--- config.mk ---
export PLATFORM = sky130hd
export DESIGN_NAME = epo_output_card
export DESIGN_NICKNAME = d
export VERILOG_FILES = /design/src/inc/epo_pkg.sv /design/src/hw/epo_output_card.sv /design/src/hw/epo_port_decoder.sv
export SDC_FILE = /design/constraint.sdc
export NUM_CORES = 1
export LEC_CHECK = 0
export ABC_AREA = 1
export BUFFER_PORTS_ARGS = -buffer_cell sky130_fd_sc_hd__buf_2
export CAP_MARGIN = 15
export CORE_MARGIN = 4
export CORE_UTILIZATION = 37
export CTS_CLUSTER_SIZE = 28
export DETAILED_ROUTE_END_ITERATION = 7
export PLACE_DENSITY = 0.65
export SLEW_MARGIN = 5
export SYNTH_ARGS = -nofsm -noshare
export SYNTH_HDL_FRONTEND = slang
export SYNTH_SLANG_ARGS = --single-unit
--- constraint.sdc ---
create_clock -name i_mclk -period 2 [get_ports i_mclk]
set_clock_uncertainty 0.2 [all_clocks]
set_input_delay 0.3 -clock i_mclk [delete_from_list [all_inputs] [get_ports i_mclk]]
set_output_delay 0.3 -clock i_mclk [all_outputs]
set_load 0.02 [all_outputs]
--- src/inc/epo_pkg.sv ---
// constants, carrier types and states shared by the eight-port output card
package epo_pkg;

	// ****************************************
	// sizes
	// ****************************************
	localparam int EPO_NUM_PORTS = 8;
	localparam int EPO_DATA_W    = 8;
	localparam int EPO_ADDR_W    = 8;
	localparam int EPO_SEL_W     = 3;
	localparam int EPO_SLOT_W    = 2;
	localparam int EPO_JMP_W     = 2;

	// ****************************************
	// io address field positions
	// ****************************************
	// port number within the card's group of eight
	localparam int EPO_PORT_LSB  = 0;
	localparam int EPO_PORT_MSB  = 2;
	// address line 11: fixed by slot position
	localparam int EPO_SLOT_ABIT = 3;
	// address lines 12 and 13: polarity by jumper
	localparam int EPO_JMP_LSB   = 4;
	localparam int EPO_JMP_MSB   = 5;
	// address lines 14 and 15: must both be low
	localparam int EPO_HIGH_LSB  = 6;
	localparam int EPO_HIGH_MSB  = 7;
	// slot code bit that picks the odd group of eight
	localparam int EPO_SLOT_GBIT = 1;

	// ****************************************
	// values
	// ****************************************
	localparam logic [1:0]            EPO_HIGH_VAL  = 2'h0;
	localparam logic [EPO_DATA_W-1:0] EPO_LATCH_RST = 8'h00;
	localparam logic [EPO_ADDR_W-1:0] EPO_ADDR_RST  = 8'h00;
	localparam logic [EPO_SLOT_W-1:0] EPO_SLOT_RST  = 2'h0;
	localparam logic [EPO_JMP_W-1:0]  EPO_JMP_RST   = 2'h0;

	// ****************************************
	// types
	// ****************************************
	typedef struct packed {
		logic [EPO_ADDR_W-1:0] addr;
		logic [EPO_DATA_W-1:0] data;
		logic                  out_n;
	} epo_bus_type;

	typedef struct packed {
		logic [EPO_SLOT_W-1:0] slot;
		logic [EPO_JMP_W-1:0]  jumper;
	} epo_strap_type;

	localparam epo_bus_type   EPO_BUS_IDLE  = '{addr: 8'h00, data: 8'h00, out_n: 1'b1};
	localparam epo_strap_type EPO_STRAP_RST = '{slot: 2'h0, jumper: 2'h0};

	typedef enum logic [1:0] {
		EPO_ST_IDLE = 2'h1,
		EPO_ST_HELD = 2'h2
	} epo_state_type;

endpackage

--- src/hw/epo_output_card.sv ---
// eight-port output card: card select, port decode and port latches
`timescale 1ns/1ps

// Overview of operation
// - eight separately addressed ports, each holding one byte for outside equipment.
// - card select goes low only when every compare input matches this card.
// - address bits 12 and 13 compared true or inverted per jumper setting.
// - address bit 11 compared with polarity fixed by slot position; bits 14 and 15 must be low.
// - on the first cycle of a host strobe to this card, decoder enables exactly one of eight ports.
// - host strobe with data; card gates it by port enable into latch strobe.
// - strobe loads the byte into the selected port only; others keep theirs.
// - each port holds its byte until written again.
// - card answers one group of eight addresses within 0 to 63.
// - slots 0,1 take groups 0/16/32/48; slots 2,3 take 8/24/40/56 by jumper.
module epo_output_card
	import epo_pkg::*;
#(
	parameter int NUM_PORTS = EPO_NUM_PORTS,
	parameter int DATA_W    = EPO_DATA_W
) (
	input  wire logic                            i_mclk,
	input  wire logic                            i_arst_n,
	input  wire logic [EPO_ADDR_W-1:0]           i_io_address_lines,
	input  wire logic [DATA_W-1:0]               i_data,
	input  wire logic                            i_io_out_n,
	input  wire logic [EPO_SLOT_W-1:0]           i_slot_position,
	input  wire logic [EPO_JMP_W-1:0]            i_group_jumper,
	output logic                                 o_card_select_n,
	output logic      [NUM_PORTS-1:0]            o_port_latch_strobe,
	output logic      [NUM_PORTS-1:0][DATA_W-1:0] o_port_data
);

	// ****************************************
	// elaboration checks
	// ****************************************
	generate
		if (NUM_PORTS != 2**EPO_SEL_W) begin : g_bad_ports
			$error("port count must match the three-bit port select");
		end
		if (DATA_W != EPO_DATA_W) begin : g_bad_width
			$error("port width must match the bus data width");
		end
		if (EPO_ADDR_W != 8) begin : g_bad_addr_width
			$error("io address must span eight address lines");
		end
		if (EPO_PORT_MSB - EPO_PORT_LSB + 1 != EPO_SEL_W) begin : g_bad_port_field
			$error("port field must be as wide as the port select");
		end
		if (EPO_SLOT_ABIT != EPO_PORT_MSB + 1) begin : g_bad_slot_field
			$error("slot line must sit just above the port field");
		end
		if (EPO_JMP_MSB - EPO_JMP_LSB + 1 != EPO_JMP_W) begin : g_bad_jmp_width
			$error("jumper field must match the jumper width");
		end
		if (EPO_JMP_LSB != EPO_SLOT_ABIT + 1) begin : g_bad_jmp_field
			$error("jumper lines must sit just above the slot line");
		end
		if (EPO_HIGH_LSB != EPO_JMP_MSB + 1) begin : g_bad_high_field
			$error("fixed lines must sit just above the jumper lines");
		end
		if (EPO_HIGH_MSB != EPO_ADDR_W - 1) begin : g_bad_high_top
			$error("fixed lines must reach the top address line");
		end
		if ($bits(EPO_HIGH_VAL) != EPO_HIGH_MSB - EPO_HIGH_LSB + 1) begin : g_bad_high_val
			$error("fixed line value must match the fixed line count");
		end
		if (EPO_SLOT_GBIT >= EPO_SLOT_W) begin : g_bad_slot_bit
			$error("group bit must lie inside the slot code");
		end
		if ($bits(EPO_LATCH_RST) != DATA_W) begin : g_bad_latch_rst
			$error("latch reset value must match the port width");
		end
	endgenerate

	// ****************************************
	// pin synchronisers
	// ****************************************
	epo_bus_type   bus_s1_q;
	epo_bus_type   bus_s2_q;
	epo_bus_type   bus_in;
	epo_strap_type strap_s1_q;
	epo_strap_type strap_s2_q;
	epo_strap_type strap_in;
	epo_bus_type   bus_s1_d;
	epo_bus_type   bus_s2_d;
	epo_strap_type strap_s1_d;
	epo_strap_type strap_s2_d;

	always_comb begin
		bus_in.addr  = i_io_address_lines;
		bus_in.data  = i_data;
		bus_in.out_n = i_io_out_n;
		bus_s1_d     = bus_in;
		bus_s2_d     = bus_s1_q;
	end

	always_ff @(posedge i_mclk or negedge i_arst_n) begin
		if (!i_arst_n) begin
			bus_s1_q <= EPO_BUS_IDLE;
			bus_s2_q <= EPO_BUS_IDLE;
		end else begin
			bus_s1_q <= bus_s1_d;
			bus_s2_q <= bus_s2_d;
		end
	end

	// straps settle two edges after reset
	always_comb begin
		strap_in.slot   = i_slot_position;
		strap_in.jumper = i_group_jumper;
		strap_s1_d      = strap_in;
		strap_s2_d      = strap_s1_q;
	end

	always_ff @(posedge i_mclk or negedge i_arst_n) begin
		if (!i_arst_n) begin
			strap_s1_q <= EPO_STRAP_RST;
			strap_s2_q <= EPO_STRAP_RST;
		end else begin
			strap_s1_q <= strap_s1_d;
			strap_s2_q <= strap_s2_d;
		end
	end

	// ****************************************
	// address field views
	// ****************************************
	logic [EPO_SEL_W-1:0]               addr_port;
	logic                               addr_slot;
	logic [EPO_JMP_W-1:0]               addr_jmp;
	logic [EPO_HIGH_MSB-EPO_HIGH_LSB:0] addr_high;
	logic                               slot_odd;

	always_comb begin
		addr_port = bus_s2_q.addr[EPO_PORT_MSB:EPO_PORT_LSB];
		addr_slot = bus_s2_q.addr[EPO_SLOT_ABIT];
		addr_jmp  = bus_s2_q.addr[EPO_JMP_MSB:EPO_JMP_LSB];
		addr_high = bus_s2_q.addr[EPO_HIGH_MSB:EPO_HIGH_LSB];
		slot_odd  = strap_s2_q.slot[EPO_SLOT_GBIT];
	end

	// ****************************************
	// per-line compare
	// ****************************************
	logic [EPO_JMP_W-1:0]               jmp_bit_ok;
	logic [EPO_HIGH_MSB-EPO_HIGH_LSB:0] high_bit_ok;

	genvar b;
	generate
		for (b = 0; b < EPO_JMP_W; b++) begin : g_jmp
			assign jmp_bit_ok[b] = (addr_jmp[b] == strap_s2_q.jumper[b]);
		end
		for (b = 0; b <= EPO_HIGH_MSB - EPO_HIGH_LSB; b++) begin : g_high
			assign high_bit_ok[b] = (addr_high[b] == EPO_HIGH_VAL[b]);
		end
	endgenerate

	// ****************************************
	// module select compare
	// ****************************************
	logic                 high_ok;
	logic                 slot_ok;
	logic                 jmp_ok;
	logic                 card_hit;
	logic [EPO_SEL_W-1:0] port_sel;

	always_comb begin
		high_ok  = &high_bit_ok;
		slot_ok  = (addr_slot == slot_odd);
		jmp_ok   = &jmp_bit_ok;
		card_hit = high_ok && slot_ok && jmp_ok;
		port_sel = addr_port;
	end

	// ****************************************
	// strobe sequencer
	// ****************************************
	epo_state_type  state_q;
	epo_state_type  state_d;
	logic           dec_enable;
	logic [NUM_PORTS-1:0] port_en;
	logic           host_low;

	always_comb begin
		host_low   = !bus_s2_q.out_n;
		state_d    = state_q;
		dec_enable = 1'b0;
		case (state_q)
			EPO_ST_IDLE: begin
				if (host_low) begin
					dec_enable = card_hit;
					state_d    = EPO_ST_HELD;
				end
			end
			EPO_ST_HELD: begin
				// one load per host strobe
				if (!host_low) begin
					state_d = EPO_ST_IDLE;
				end
			end
			default: begin
				state_d = EPO_ST_IDLE;
			end
		endcase
	end

	always_ff @(posedge i_mclk or negedge i_arst_n) begin
		if (!i_arst_n) begin
			state_q <= EPO_ST_IDLE;
		end else begin
			state_q <= state_d;
		end
	end

	// ****************************************
	// port decode
	// ****************************************
	epo_port_decoder #(
		.SEL_W (EPO_SEL_W)
	) u_dec (
		.i_enable  (dec_enable),
		.i_sel     (port_sel),
		.o_port_en (port_en)
	);

	// ****************************************
	// select and strobe outputs
	// ****************************************
	logic                 card_sel_n_q;
	logic                 card_sel_n_d;
	logic [NUM_PORTS-1:0] strobe_q;
	logic [NUM_PORTS-1:0] strobe_d;

	always_comb begin
		card_sel_n_d = !card_hit;
		strobe_d     = port_en;
	end

	always_ff @(posedge i_mclk or negedge i_arst_n) begin
		if (!i_arst_n) begin
			card_sel_n_q <= 1'b1;
			strobe_q     <= '0;
		end else begin
			card_sel_n_q <= card_sel_n_d;
			strobe_q     <= strobe_d;
		end
	end

	assign o_card_select_n     = card_sel_n_q;
	assign o_port_latch_strobe = strobe_q;

	// ****************************************
	// port latches
	// ****************************************
	logic [NUM_PORTS-1:0][DATA_W-1:0] latch_q;
	logic [NUM_PORTS-1:0][DATA_W-1:0] latch_d;

	genvar p;
	generate
		for (p = 0; p < NUM_PORTS; p++) begin : g_port
			logic load_en;

			assign load_en = port_en[p];

			always_comb begin
				if (load_en) begin
					latch_d[p] = bus_s2_q.data;
				end else begin
					latch_d[p] = latch_q[p];
				end
			end

			always_ff @(posedge i_mclk or negedge i_arst_n) begin
				if (!i_arst_n) begin
					latch_q[p] <= EPO_LATCH_RST;
				end else begin
					latch_q[p] <= latch_d[p];
				end
			end
		end
	endgenerate

	assign o_port_data = latch_q;

endmodule

--- src/hw/epo_port_decoder.sv ---
// three-to-eight port decoder with enable
`timescale 1ns/1ps
module epo_port_decoder
	import epo_pkg::*;
#(
	parameter int SEL_W = EPO_SEL_W
) (
	input  wire logic               i_enable,
	input  wire logic [SEL_W-1:0]   i_sel,
	output logic      [2**SEL_W-1:0] o_port_en
);

	// ****************************************
	// one enable per port
	// ****************************************
	genvar g;
	generate
		for (g = 0; g < 2**SEL_W; g++) begin : g_dec
			assign o_port_en[g] = i_enable && (i_sel == SEL_W'(g));
		end
	endgenerate

endmodule

==> impl_metrics.py <==
metrics = {
    "placement": {
        "port_buffers": 94,
        "placed_cells_incl_taps": 620,
        "gp_congestion": 0.752,
        "dpl.hpwl_mm": 6.86,
    },
    "grt": {
        "grt_use_met2": 0.266,
        "grt_use_met1": 0.196,
        "antenna_found_initial": 0,
        "grt_max_degree": 66,
        "gr-max-usage-layer": "met2",
        "grt-ovfl-total": 0,
        "use_met3": 0.0476,
        "first_global_vias": 3363,
        "grt_usage": 0.163,
        "grt_pass1_wl_mm": 17.5,
    },
    "timing": {
        "slew_headroom": 0.660,
        "worst_slew_pin_slew_ns": 0.511,
        "finalSetupTns_ns": 0,
        "final_hold_viol_count": 0,
        "fin_hold_ws_ns": 0.145,
        "finalMaxSlewViolations": 0,
        "rsz0062_at_grt": "no",
        "fmax_mhz": 554,
        "timing.final.crit_share": 0.903,
        "period_needed_ns": 1.81,
        "setup-violations-final": 0,
    },
    "power_and_ir_drop": {
        "p_leak_nw": 3.27,
        "p_per_area_nw_per_um2": 992,
        "ir_drop_v": 0.000403,
    },
    "synth": {
        "yosysTopAreaCellShare": 0.623,
        "yosys_warnings": 0,
        "synth_edf_count": 0,
        "synth.net_count": 416,
        "yosysTopAreaCell": "dfrtp_1",
        "synthTopCellsByArea": "dfrtp_1 (62%), nand2_1 (12%), nand4_1 (9.0%)",
        "avgSynthCellArea_um2": 11.3,
        "yosysSeqAreaShare": 0.647,
        "synthCells": 393,
        "syn_area_um2": 4460,
        "yosysMostFrequentCell": "nand2_1",
        "ys_ff_latch": 115,
        "ys_types": 20,
        "synth-async-reset-ratio": 1.00,
        "synth_flop_cell": "dfrtp_1",
        "yosys-top-cells-count": "nand2_1 (141), dfrtp_1 (111), nand4_1 (64)",
    },
    "clock_network": {
        "post_cts_resized": 0,
        "cts_max_level": 4,
        "clk_pin_slew_worst_paths_ns": 0.05,
        "clockBufferDepth": 2,
        "cts_made_buffers": 17,
        "cts_tree": "yes",
        "clock_latency_ns": 0.40,
        "cts_root_buf": "clkbuf_16",
        "clkSinkCount": 115,
    },
    "setup_path": {
        "critPathSlowestCell": "dfstp_2",
        "arrival_ns": 1.94,
        "critPathKind": "reg2reg",
        "timing.critical_path.mode_cell": "nand2_1",
        "path_cells": "nand2_1 -> nor2_4 -> buf_12 -> buf_4 -> nand4_1 -> nand2_1",
        "crit_path_max_fanout": 23,
        "endpoint_kind": "register",
        "max_stage_delay_ns": 0.53,
        "cp-start-kind": "register",
        "required_ns": 2.14,
    },
    "detailed_routing": {
        "drtAntennaViolNets": 0,
        "drt-total-wl_mm": 10.8,
        "drc": 0,
        "avgRoutedWirePerCell_um": 16.0,
        "drt-pass1-iter-count": 4,
        "drt_iter0_markers": 139,
        "dr_total_vias": 3256,
        "vias_per_cell": 4.84,
    },
    "layout": {
        "drive_above_1_share": 0.321,
        "fin_cells": 673,
        "fin_util": 0.508,
        "nFillCells": 1040,
        "area.growth.synth_to_final_pct": 32.3,
        "diodes": 0,
        "fin_nets": 540,
    },
    "run": {
        "maxCapViolations": 0,
    },
    "die": {
        "initial_utilization": 0.384,
        "die_y_um": 118,
        "io_pins": 96,
        "core-area_um2": 11600,
        "num_rows": 39,
        "dieArea_um2": 13900,
        "die_x_um": 118,
    },
    "status": {
        "status": "completed",
    },
    "min_path": {
        "hold_path_class": "reg2reg",
    },
}
-- per-stage QoR --
step | instance area (µm²) | total power (W) | setup slack [ns]
CTS | 5890 | 0.00592 | 0.196
detailed placement | 5110 | 0.00301 | 0.223
global route | 5890 | 0.00608 | 0.106
finish | 5890 | 0.00585 | 0.194
floorplan | 4460 | 0.00280 | 0.378
global placement | 5110 | 0.00300 | 0.264
-- cell usage in the layout, fill, tap and decap left out, types with 5 or more instances in the layout --
master | synthesis | final
nand4_4 | 8 | 8
nand2_1 | 141 | 141
inv_1 | 18 | 18
nand4_1 | 64 | 64
dlygate4sd3_1 | 0 | 21
clkinvlp_4 | 0 | 5
dfrtp_1 | 111 | 111
nor3_4 | 8 | 8
clkbuf_16 | 0 | 17
buf_2 | 3 | 93
buf_4 | 1 | 12
-- worst max-delay path: cells and delay by family, from the launching register on --
family	cells	cell delay, ns
buffers and inverters	2	0.43
flip-flops	1	0.53
AND/OR/NAND/NOR	4	0.57
-- report_power, final --
part / switching [W] / total, W / internal, W / leakage (nW)
logic: 0.000314 / 0.000477 / 0.000163 / 1.50
registers: 0.0000894 / 0.00252 / 0.00243 / 1.50
clock network: 0.00105 / 0.00285 / 0.00181 / 0.268
-- path summary, 6_finish.rpt --
path | end | depth (start not counted) | startpoint | slack [ns]
max | o_port_data[2] | 6 | state_q[0] | 0.19
max in group asynchronous | o_card_select_n | 3 | i_arst_n | 0.81
min in group asynchronous | state_q[1] | 2 | i_arst_n | 0.15
min | addr_port[0] | 0 | bus_s1_q[9] | 0.14
max reg2reg | o_port_data[2] | 6 | state_q[0] | 0.19
min reg2reg | addr_port[0] | 0 | bus_s1_q[9] | 0.14
-- cell families (layout without fill, tap and decap cells) --
family                 count (synthesis)  count (layout)  synth area share
DFF                                  115             115             0.647
and+or+nand+nor                      229             229             0.293
AOI/OAI and AO/OA                      1               1           0.00112
buffers and inverters                 48             185            0.0595
-- area by class of cell --
cell class | count | area (µm²) | area share
sequential | 115 | 2880 | 0.489
clock buffer | 21 | 470 | 0.0798
inverter | 23 | 96.3 | 0.0163
tap | 143 | 179 | 0.0304
clock inverter | 11 | 104 | 0.0176
multi-input combinational | 230 | 1320 | 0.223
timing repair buffer | 130 | 846 | 0.143
-- flip-flops by register name (all words and copies together), names as in the netlist --
register / flops
strap_s2_q: 2
addr_port: 3
slot_odd: 1
o_port_latch_strobe: 8
bus_s2_q: 9
bus_s1_q: 17
o_card_select_n: 1
addr_slot: 1
o_port_data: 64
addr_jmp: 2
addr_high: 2
strap_s1_q: 3
state_q: 2
-- layer usage --
metal	share of wire	up-vias
met3	0.060	17
met5	0	-
li1	-	1569
met1	0.42	1560
met4	0.025	0
met2	0.50	110
-- repair_timing --
item,CTS,global route
setup endpoints to repair,0,0
endpoints found under the hold margin,89,0
hold buffers,21,0
buffers inserted,0,0
Note: power is estimated with default switching activity, not from simulation.
